$ cat config.mk
export PLATFORM = sky130hd
export DESIGN_NAME = pce_counter_enable
export DESIGN_NICKNAME = d
export VERILOG_FILES = /design/src/pce_pkg.sv /design/src/pce_counter_enable.sv
export SDC_FILE = /design/constraint.sdc
export NUM_CORES = 2
export LEC_CHECK = 0
export BUFFER_PORTS_ARGS = -buffer_cell sky130_fd_sc_hd__buf_4
export CAP_MARGIN = 20
export CORE_AREA = 3 3 426 428
export CTS_CLUSTER_SIZE = 40
export DETAILED_ROUTE_END_ITERATION = 12
export DIE_AREA = 0 0 429 431
export PLACE_DENSITY_LB_ADDON = 0.1
export SKIP_CTS_REPAIR_TIMING = 1
export SLEW_MARGIN = 20
export SYNTH_ARGS = -nofsm -noshare
export SYNTH_HDL_FRONTEND = slang
export SYNTH_SLANG_ARGS = --single-unit
export TNS_END_PERCENT = 100
$ cat constraint.sdc
create_clock -name pclk -period 8.4 [get_ports pclk]
set_input_delay 0.84 -clock pclk [delete_from_list [all_inputs] [get_ports pclk]]
set_output_delay 0.84 -clock pclk [all_outputs]
set_load 0.03 [all_outputs]
$ cat src/pce_pkg.sv
// Package with register map, field positions and carriers for the counter enable block.
package pce_pkg;
	localparam int unsigned NUM_EVT = 4;
	localparam int unsigned EVT_CODE_W = 10;
	localparam int unsigned CNT_W = 32;
	localparam logic [11:0] OFF_CONTROL = 12'h000;
	localparam logic [11:0] OFF_ENABLE_SET = 12'h004;
	localparam logic [11:0] OFF_ENABLE_CLEAR = 12'h008;
	localparam logic [11:0] OFF_CYCLE_COUNTER = 12'h00c;
	localparam logic [11:0] OFF_EVENT_COUNTER = 12'h010;
	localparam logic [11:0] OFF_EVENT_TYPE = 12'h020;
	localparam int unsigned CYCLE_EN_BIT = 31;
	localparam int unsigned CTRL_EN_BIT = 0;
	localparam int unsigned CTRL_EVT_RST_BIT = 1;
	localparam int unsigned CTRL_CYC_RST_BIT = 2;
	localparam logic [EVT_CODE_W-1:0] EVT_NONE = 10'h000;
	localparam logic [EVT_CODE_W-1:0] EVT_CYCLE = 10'h011;
	localparam logic [31:0] ENABLE_RESET = 32'h0000_0000;
	localparam logic [31:0] ENABLE_MASK = 32'h8000_000f;
	typedef struct packed {
		logic cycle;
		logic [NUM_EVT-1:0] evt;
	} pce_enable_s;
endpackage

$ cat src/pce_counter_enable.sv
// Count-enable set and clear registers with the cycle and event counters they steer.
//
// Our own choices: the APB interface to the registers and the register addresses.
`timescale 1ns/1ns
module pce_counter_enable #(
	parameter int unsigned NUM_EVT = pce_pkg::NUM_EVT
) (
	input wire logic pclk,
	input wire logic presetn,
	input wire logic psel,
	input wire logic penable,
	input wire logic pwrite,
	input wire logic [11:0] paddr,
	input wire logic [31:0] pwdata,
	output logic [31:0] prdata,
	output logic pready,
	output logic pslverr,
	input wire logic [1023:0] event_in,
	output logic [NUM_EVT-1:0] counting
);
	pce_pkg::pce_enable_s en_reg, en_next;
	logic glob_en_reg, glob_en_next;
	logic [31:0] cyc_reg, cyc_next;
	logic [31:0] evc_reg [NUM_EVT];
	logic [31:0] evc_next [NUM_EVT];
	logic [9:0] sel_reg [NUM_EVT];
	logic [9:0] sel_next [NUM_EVT];
	logic [31:0] prdata_next;
	logic pslverr_next;
	logic setup, wr, rd_setup, hit;
	logic wr_ctrl, wr_set, wr_clr;
	logic evt_rst, cyc_rst;
	logic [31:0] en_word;
	logic [31:0] rd_word;

	// Writes land at the access edge. Read data and the error flag are loaded at the
	// setup edge, so both already stand while the master samples them with zero waits.
	assign setup = psel && !penable;
	assign wr = psel && penable && pwrite;
	assign rd_setup = setup && !pwrite;
	assign pready = 1'b1;
	assign wr_ctrl = wr && (paddr == pce_pkg::OFF_CONTROL);
	assign wr_set = wr && (paddr == pce_pkg::OFF_ENABLE_SET);
	assign wr_clr = wr && (paddr == pce_pkg::OFF_ENABLE_CLEAR);

	// Counter resets are one-cycle pulses, so the control register reads them as zero.
	assign evt_rst = wr_ctrl && pwdata[pce_pkg::CTRL_EVT_RST_BIT];
	assign cyc_rst = wr_ctrl && pwdata[pce_pkg::CTRL_CYC_RST_BIT];

	// Enable state as a register word; bits 30 to 4 are tied to zero.
	assign en_word = {en_reg.cycle, 27'h0, en_reg.evt};

	// Enable group: the set and clear registers edit one shared state.
	always_comb begin
		en_next = en_reg;
		glob_en_next = glob_en_reg;
		if (wr_ctrl) begin
			glob_en_next = pwdata[pce_pkg::CTRL_EN_BIT];
		end
		if (wr_set) begin
			// Only ones take effect, so set and clear edit the same flops.
			en_next.cycle = en_reg.cycle | pwdata[pce_pkg::CYCLE_EN_BIT];
			en_next.evt = en_reg.evt | pwdata[NUM_EVT-1:0];
		end
		if (wr_clr) begin
			en_next.cycle = en_reg.cycle & ~pwdata[pce_pkg::CYCLE_EN_BIT];
			en_next.evt = en_reg.evt & ~pwdata[NUM_EVT-1:0];
		end
	end

	always_ff @(posedge pclk or negedge presetn) begin
		if (!presetn) begin
			en_reg <= '0;
			glob_en_reg <= 1'b0;
		end else begin
			en_reg <= en_next;
			glob_en_reg <= glob_en_next;
		end
	end

	// Read decode; an address that nothing claims leaves hit low.
	always_comb begin
		rd_word = 32'h0;
		hit = 1'b0;
		if (paddr == pce_pkg::OFF_CONTROL) begin
			hit = 1'b1;
			rd_word = {31'h0, glob_en_reg};
		end else if (paddr == pce_pkg::OFF_ENABLE_SET) begin
			hit = 1'b1;
			rd_word = en_word;
		end else if (paddr == pce_pkg::OFF_ENABLE_CLEAR) begin
			hit = 1'b1;
			rd_word = en_word;
		end else if (paddr == pce_pkg::OFF_CYCLE_COUNTER) begin
			hit = 1'b1;
			rd_word = cyc_reg;
		end else begin
			for (int k = 0; k < NUM_EVT; k++) begin
				if (paddr == pce_pkg::OFF_EVENT_COUNTER + 12'(4 * k)) begin
					hit = 1'b1;
					rd_word = evc_reg[k];
				end
				if (paddr == pce_pkg::OFF_EVENT_TYPE + 12'(4 * k)) begin
					hit = 1'b1;
					rd_word = {22'h0, sel_reg[k]};
				end
			end
		end
	end

	// Selector writes; only the low code bits are kept.
	always_comb begin
		for (int k = 0; k < NUM_EVT; k++) begin
			sel_next[k] = sel_reg[k];
			if (wr && (paddr == pce_pkg::OFF_EVENT_TYPE + 12'(4 * k))) begin
				sel_next[k] = pwdata[pce_pkg::EVT_CODE_W-1:0];
			end
		end
	end

	// Bus response group. An unmapped write is not decoded, so it is dropped, but like an unmapped read it still raises pslverr.
	always_comb begin
		prdata_next = prdata;
		pslverr_next = 1'b0;
		if (rd_setup) begin
			prdata_next = rd_word;
		end
		if (setup && !hit) begin
			pslverr_next = 1'b1;
		end
	end

	always_ff @(posedge pclk or negedge presetn) begin
		if (!presetn) begin
			prdata <= 32'h0;
			pslverr <= 1'b0;
		end else begin
			prdata <= prdata_next;
			pslverr <= pslverr_next;
		end
	end

	// Cycle counter group; a reset pulse wins over a same-cycle increment.
	always_comb begin
		cyc_next = cyc_reg;
		if (glob_en_reg && en_reg.cycle) begin
			cyc_next = cyc_reg + 32'h1;
		end
		if (cyc_rst) begin
			cyc_next = 32'h0;
		end
	end

	always_ff @(posedge pclk or negedge presetn) begin
		if (!presetn) begin
			cyc_reg <= 32'h0;
		end else begin
			cyc_reg <= cyc_next;
		end
	end

	// One slice per event counter, each with its own selector.
	for (genvar g = 0; g < NUM_EVT; g++) begin : g_evt
		logic evt_hit;

		assign counting[g] = glob_en_reg && en_reg.evt[g];
		// Code zero never counts, even if its event line happens to be high.
		assign evt_hit = (sel_reg[g] != pce_pkg::EVT_NONE) &&
			((sel_reg[g] == pce_pkg::EVT_CYCLE) || event_in[sel_reg[g]]);

		always_comb begin
			evc_next[g] = evc_reg[g];
			if (counting[g] && evt_hit) begin
				evc_next[g] = evc_reg[g] + 32'h1;
			end
			// The reset wins, so an enabled counter resumes from zero.
			if (evt_rst) begin
				evc_next[g] = 32'h0;
			end
		end

		always_ff @(posedge pclk or negedge presetn) begin
			if (!presetn) begin
				evc_reg[g] <= 32'h0;
				sel_reg[g] <= 10'h0;
			end else begin
				evc_reg[g] <= evc_next[g];
				sel_reg[g] <= sel_next[g];
			end
		end
	end
endmodule

### Word level (Yosys, flattened, before mapping)

Cells that the tools add are included.

* register bits: 239
* input port bits: 1073
* output and inout port bits: 38
* logic and storage cells: 134

* add/subtract/negate cells: 5
* order comparisons: 4
* equal/unequal tests: 15
* multiplexer cells: 45
* bitwise operators: 6
* reduce and logical (&&, ||, !) cells: 45

Operator list (count)
* $mux W32: 22
* $add A32 B1 Y32 const B: 5
* $eq A12 B5 Y1 const B: 4
* $eq A12 B6 Y1 const B: 4
* $lt A10 B11 Y1 const B: 4
* $bmux W1 S10: 4
* $eq A10 B5 Y1 const B: 4
* $reduce_bool A10 Y1: 4
* $logic_and A1 B1 Y1: 27
* $eq A12 B4 Y1 const B: 2
* $mux W1: 17
* $eq A12 B3 Y1 const B: 1
* $logic_not A12 Y1: 1
* $reduce_bool A2 Y1: 6
* $mux W5: 2
* $and A4 B4 Y4: 1
* $logic_or A1 B1 Y1: 4
* $not A4 Y4: 1
* $or A4 B4 Y4: 1
* $logic_not A1 Y1: 3
* $and A1 B1 Y1: 1
* $not A1 Y1: 1
* $or A1 B1 Y1: 1

### Logic depth before layout (Yosys ltp)

* depth in word-level cells: 16
* depth in mapped cells: 19
* depth with buffers taken out: 10

### Worst setup path after synthesis

OpenSTA, ideal clock, no wires.

* path kind: input port to flip-flop
* from: input port event_in[409]
* to: register evc_reg[1] in the netlist's numbering
* setup time: 0.132 ns
* arrival time: 3.549 ns
* data required time: 8.268 ns
* path slack: 4.719 ns
* stages: 11
* buffers on the path: 1
* cell sequence: mux4_1 > mux2_2 > a221o_1 > or4_1 > o2111ai_1 > o311ai_0 > o21ai_2 > and2_1 > buf_2 > mux2i_1 > nor2_1

* cells in the longest elaborated chain, start to end: 6

RTL lines
* from (decl): line pce_counter_enable.sv:18 `input wire logic [1023:0] event_in,`
* $bmux W1 S10: line pce_counter_enable.sv:169 `((sel_reg[g] == pce_pkg::EVT_CYCLE) || event_in[sel_reg[g]]);`
* $mux W1 (not written as such): line pce_counter_enable.sv:169
* $logic_or A1 B1 Y1: line pce_counter_enable.sv:169
* $logic_and A1 B1 Y1: line pce_counter_enable.sv:168 `assign evt_hit = (sel_reg[g] != pce_pkg::EVT_NONE) &&`
* $logic_and A1 B1 Y1: line pce_counter_enable.sv:173 `if (counting[g] && evt_hit) begin`
* $reduce_bool A2 Y1 (no source line)
* to (signal, indexed assignment): line pce_counter_enable.sv:187 `evc_reg[g] <= evc_next[g];`
* to (decl): line pce_counter_enable.sv:24 `logic [31:0] evc_reg [NUM_EVT];`

Every way passes these cells. The select of a mux whose other input is x is not followed.
A chain may end at the register's enable or synchronous reset.

### Final worst setup path

* from: register sel_reg[22] in the netlist's numbering
* to: register evc_reg[78] in the netlist's numbering

* cells in the longest elaborated chain, start to end: 6
* elaborated cells between the ends (all ways): 8
* classes of those cells: eq/ne: 1; mux: 2; reduce/logical: 5

RTL lines
* from (decl): line pce_counter_enable.sv:26 `logic [9:0] sel_reg [NUM_EVT];`
* from (signal, indexed assignment): line pce_counter_enable.sv:188 `sel_reg[g] <= sel_next[g];`
* $bmux W1 S10: line pce_counter_enable.sv:169
* $mux W1 (not written as such): line pce_counter_enable.sv:169
* $logic_or A1 B1 Y1: line pce_counter_enable.sv:169
* $logic_and A1 B1 Y1 (*): line pce_counter_enable.sv:168
* $logic_and A1 B1 Y1 (*): line pce_counter_enable.sv:173
* $reduce_bool A2 Y1 (no source line) (*)

Every way passes the cells marked *; elsewhere a longest branch is shown, timed or not. The select of a mux whose other input is x is not followed.

==> metrics.md <==
| Metric | Value |
|---|---|
| Max rail drop VDD | `0.108 mV` |
| DRT antenna net count | `0` |
| Die ar. | `185,000 um^2` |
| WHS | `0.318 ns` |
| Static Leak | `0.0200 uW` |
| Fillers | `18,300` |
| Synth top area share | `45.5%` |
| Max reg flops | `128` |
| Final WS setup | `2.19 ns` |
| First-pass GRT wire length | `455 mm` |
| Final GP Congestion | `0.982` |
| DRT Pass-1 Iters | `6` |
| Syn-to-layout area delta | `25.0%` |
| Worst Tran Pin Value | `1.23 ns` |
| Max Cap Viol | `0` |
| Via count | `49,800` |
| Pins Over Slew Limit | `0` |
| Port Buffer Count | `1,088` |
| RSZ-0062 raised after global routing | `false` |
| Setup_tns | `0 ns` |
| Top Ports | `1,111` |
| Root buf cell | `clkbuf_16` |
| Ys Warns | `0` |
| Register area share after synthesis | `12.8%` |
| Total gr overflow | `0` |
| CTS clock-pin slew for the worst setup and hold paths | `0.06 ns` |
| Final worst path period need | `6.21 ns` |
| Final period util | `74.0%` |
| CP peak stage delay | `1.03 ns` |
| Synth Instances | `4,023` |
| CP Data Arrival Time | `6.66 ns` |
| Final hold vios | `0` |
| DIE WIDTH | `429 um` |
| Area of the multi-input gates | `38,000 um^2` |
| Initial core utilization | `26.2%` |
| Tot Pwr | `4000 uW` |
| Row cnt | `155` |
| Dpl ws | `2.41 ns` |
| WL/cell | `46.7 um` |
| Number of synthesized flops with an enable pin | `0` |
| Endpoint class of the critical path | `register` |
| Routed vias/inst | `6.75` |
| Clock sink count | `239` |
| Gr usage total | `36.0%` |
| Share of synthesized registers carrying an async set or reset | `100%` |
| Top area cells in the synthesized netlist | `mux4_2, dfrtp_1, mux2i_1` |
| Clock tree buffer depth | `3` |
| Layout cells sized above 1 | `49.8%` |
| CTS tree | `built` |
| Initial antenna violation count | `175` |
| Ordered cell list for the critical path | `buf_4, nor2b_4, a22oi_1, and3_1, or4_1, nor4_2, nor4_1, o311ai_1, nand2_1, or4b_2, a21oi_1` |
| Synth cell types | `100` |
| H-tree levels | `2` |
| Syn nets | `5,101` |
| Setup Crit Path Kind | `reg -> reg` |
| Buf/Inv on CP | `1` |
| HPWL after DPL | `271 mm` |
| Largest net degree at the start of global routing | `99` |
| CTS buffer count | `34` |
| Fmax | `161 MHz` |
| Layout Skew | `0.0360 ns` |
| Top delay family on crit path | `simple AND/OR/NAND/NOR gates` |
| CP required | `8.84 ns` |
| DRT iter0 DRCs | `6,972` |
| # DRC | `0` |
| Ys flop type | `dfrtp_1` |
| Routed WL | `345 mm` |
| Sequential Area | `6040 um^2` |
| Mapped Avg Cell Area | `11.6 um^2` |
| Slowest-stage cell, CP | `nor4_2` |
| Rel. slew slack | `17.3%` |
| Biggest area consumer among synthesized cells | `mux4_2` |
| # setup viols final | `0` |
| Status | `completed` |
| Synthesized flop and latch total | `239` |
| Mapped cell area | `46,600 um^2` |
| Clock Latency Late Sink | `0.56 ns` |
| Startpoint Class | `register` |
| Core area | `178,000 um^2` |
| Vias in the first global route | `48,300` |
| Fin nets | `5,929` |
| Die Height | `431 um` |
| CP max FO | `33` |
| Pwr dens | `68.6 nW/um^2` |
| Min-delay worst type | `in -> async` |
==> worst reg2reg max path: stages, from the launching register on <==
cell,delay [ns]
dfrtp_4,0.93
buf_4,0.54
nor2b_4,0.82
a22oi_1,0.21
and3_1,0.23
or4_1,0.49
nor4_2,1.03
nor4_1,0.21
o311ai_1,0.20
nand2_1,0.49
or4b_2,0.78
a21oi_1,0.16
==> kinds of logic after synthesis <==
family                     synth area share [%]
muxes                                      54.8
and+or+nand+nor                            10.5
AOI/OAI and AO/OA                          14.3
buffers and inverters                      6.02
DFF                                        12.8
xor gates and xnor gates                   1.37
adders and majority gates                 0.134
other                                   0.00805
==> where the power goes <==
| part | switching (uW) | total (uW) | leakage, uW | internal, uW |
|---|---|---|---|---|
| combinational | 639 | 1360 | 0.0164 | 725 |
| sequential | 9.99 | 1170 | 0.00306 | 1160 |
| clock | 590 | 1470 | 0.000549 | 876 |
==> per-stage QoR <==
stage	util [%]	cells	cell area, um^2
after floorplan	-	4023	46600
after global placement	31.8	7168	56700
after detailed placement	31.9	7170	56800
after CTS	32.5	7231	57900
after global routing	32.6	7339	58200
final	32.7	7371	58300
==> worst paths after layout <==
check	cells after the start	from	to	slack, ns
max reg2reg	11	sel_reg[22]$_DFFE_PN0P_	evc_reg[78]$_DFFE_PN0P_	2.19
min in group pclk	2	prdata[7]$_DFFE_PN0P_	prdata[7]$_DFFE_PN0P_	0.47
min reg2reg	2	prdata[7]$_DFFE_PN0P_	prdata[7]$_DFFE_PN0P_	0.47
max	11	sel_reg[22]$_DFFE_PN0P_	evc_reg[78]$_DFFE_PN0P_	2.19
max in group asynchronous	2	presetn	sel_reg[31]$_DFFE_PN0P_	6.81
min	1	presetn	async pin	0.32
==> metal layers <==
| metal | GRT usage (%) | wire, um | vias to the layer above |
|---|---|---|---|
| met5 | 0 | 266 | - |
| met4 | 23.2 | 25200 | 38 |
| met2 | 55.6 | 157000 | 3638 |
| li1 | - | - | 19200 |
| met1 | 43.8 | 125000 | 26200 |
| met3 | 10.7 | 36900 | 803 |
==> Yosys cell counts, drive strengths merged (7+ instances only) <==
| cell | number |
|---|---|
| a211oi | 32 |
| dfrtp | 239 |
| a2111oi | 10 |
| nor3 | 50 |
| mux2 | 81 |
| nand4 | 41 |
| inv | 49 |
| xnor2 | 32 |
| a22o | 42 |
| clkbuf | 198 |
| and2 | 41 |
| or4 | 21 |
| buf | 245 |
| a222oi | 34 |
| a31oi | 25 |
| o211ai | 32 |
| nor2b | 24 |
| a22oi | 237 |
| a221oi | 32 |
| nand3 | 115 |
| a32oi | 8 |
| xor2 | 41 |
| mux4 | 976 |
| o21ai | 137 |
| and4 | 19 |
| or3 | 49 |
| o311ai | 7 |
| or2 | 11 |
| o2111ai | 12 |
| o221ai | 15 |
| o22ai | 63 |
| o21a | 14 |
| nand3b | 16 |
| and3 | 43 |
| a21oi | 167 |
| o31ai | 13 |
| nand2 | 268 |
| nor4 | 37 |
| nor2 | 155 |
| o31a | 9 |
| nor3b | 7 |
| mux2i | 254 |
| a311oi | 7 |
| nand2b | 32 |
==> layout make-up <==
class,instances,area share [%]
multi-input cells,3287,65.3
repair buffers,1238,16.4
flip-flops and latches,239,10.4
well taps,2355,5.06
clock buffers,50,1.69
diodes,140,0.601
inverters,51,0.337
clock inverters,11,0.219
==> layout by cell type, fill, tap and decap left out, types with 13 or more instances in the layout <==
| cell type | synthesis | layout |
|---|---|---|
| and4_1 | 19 | 19 |
| nand3_1 | 115 | 115 |
| clkbuf_16 | 0 | 35 |
| nand2_1 | 268 | 266 |
| nand4_1 | 40 | 40 |
| dfrtp_1 | 239 | 216 |
| o31ai_1 | 13 | 13 |
| o21a_1 | 14 | 14 |
| o21ai_0 | 128 | 128 |
| mux4_1 | 33 | 33 |
| dfrtp_4 | 0 | 14 |
| a22oi_1 | 237 | 237 |
| a211oi_1 | 32 | 32 |
| mux4_2 | 941 | 941 |
| nand3b_1 | 16 | 16 |
| nor3_1 | 50 | 45 |
| o221ai_1 | 15 | 15 |
| a221oi_1 | 32 | 32 |
| mux2i_1 | 254 | 254 |
| buf_12 | 11 | 21 |
| and2_1 | 38 | 34 |
| inv_1 | 48 | 45 |
| a22o_1 | 42 | 42 |
| xor2_1 | 41 | 41 |
| nor2_1 | 154 | 141 |
| mux2_2 | 81 | 81 |
| buf_4 | 61 | 1215 |
| xnor2_1 | 32 | 32 |
| or4_1 | 21 | 21 |
| a21oi_1 | 167 | 167 |
| a31oi_1 | 23 | 23 |
| nand2b_1 | 32 | 32 |
| o22ai_1 | 63 | 63 |
| nor4_1 | 33 | 28 |
| o211ai_1 | 29 | 29 |
| a222oi_1 | 34 | 34 |
| and3_1 | 43 | 43 |
| or3_1 | 49 | 49 |
| diode_2 | 0 | 140 |
Note: power is estimated with default switching activity, not from simulation.
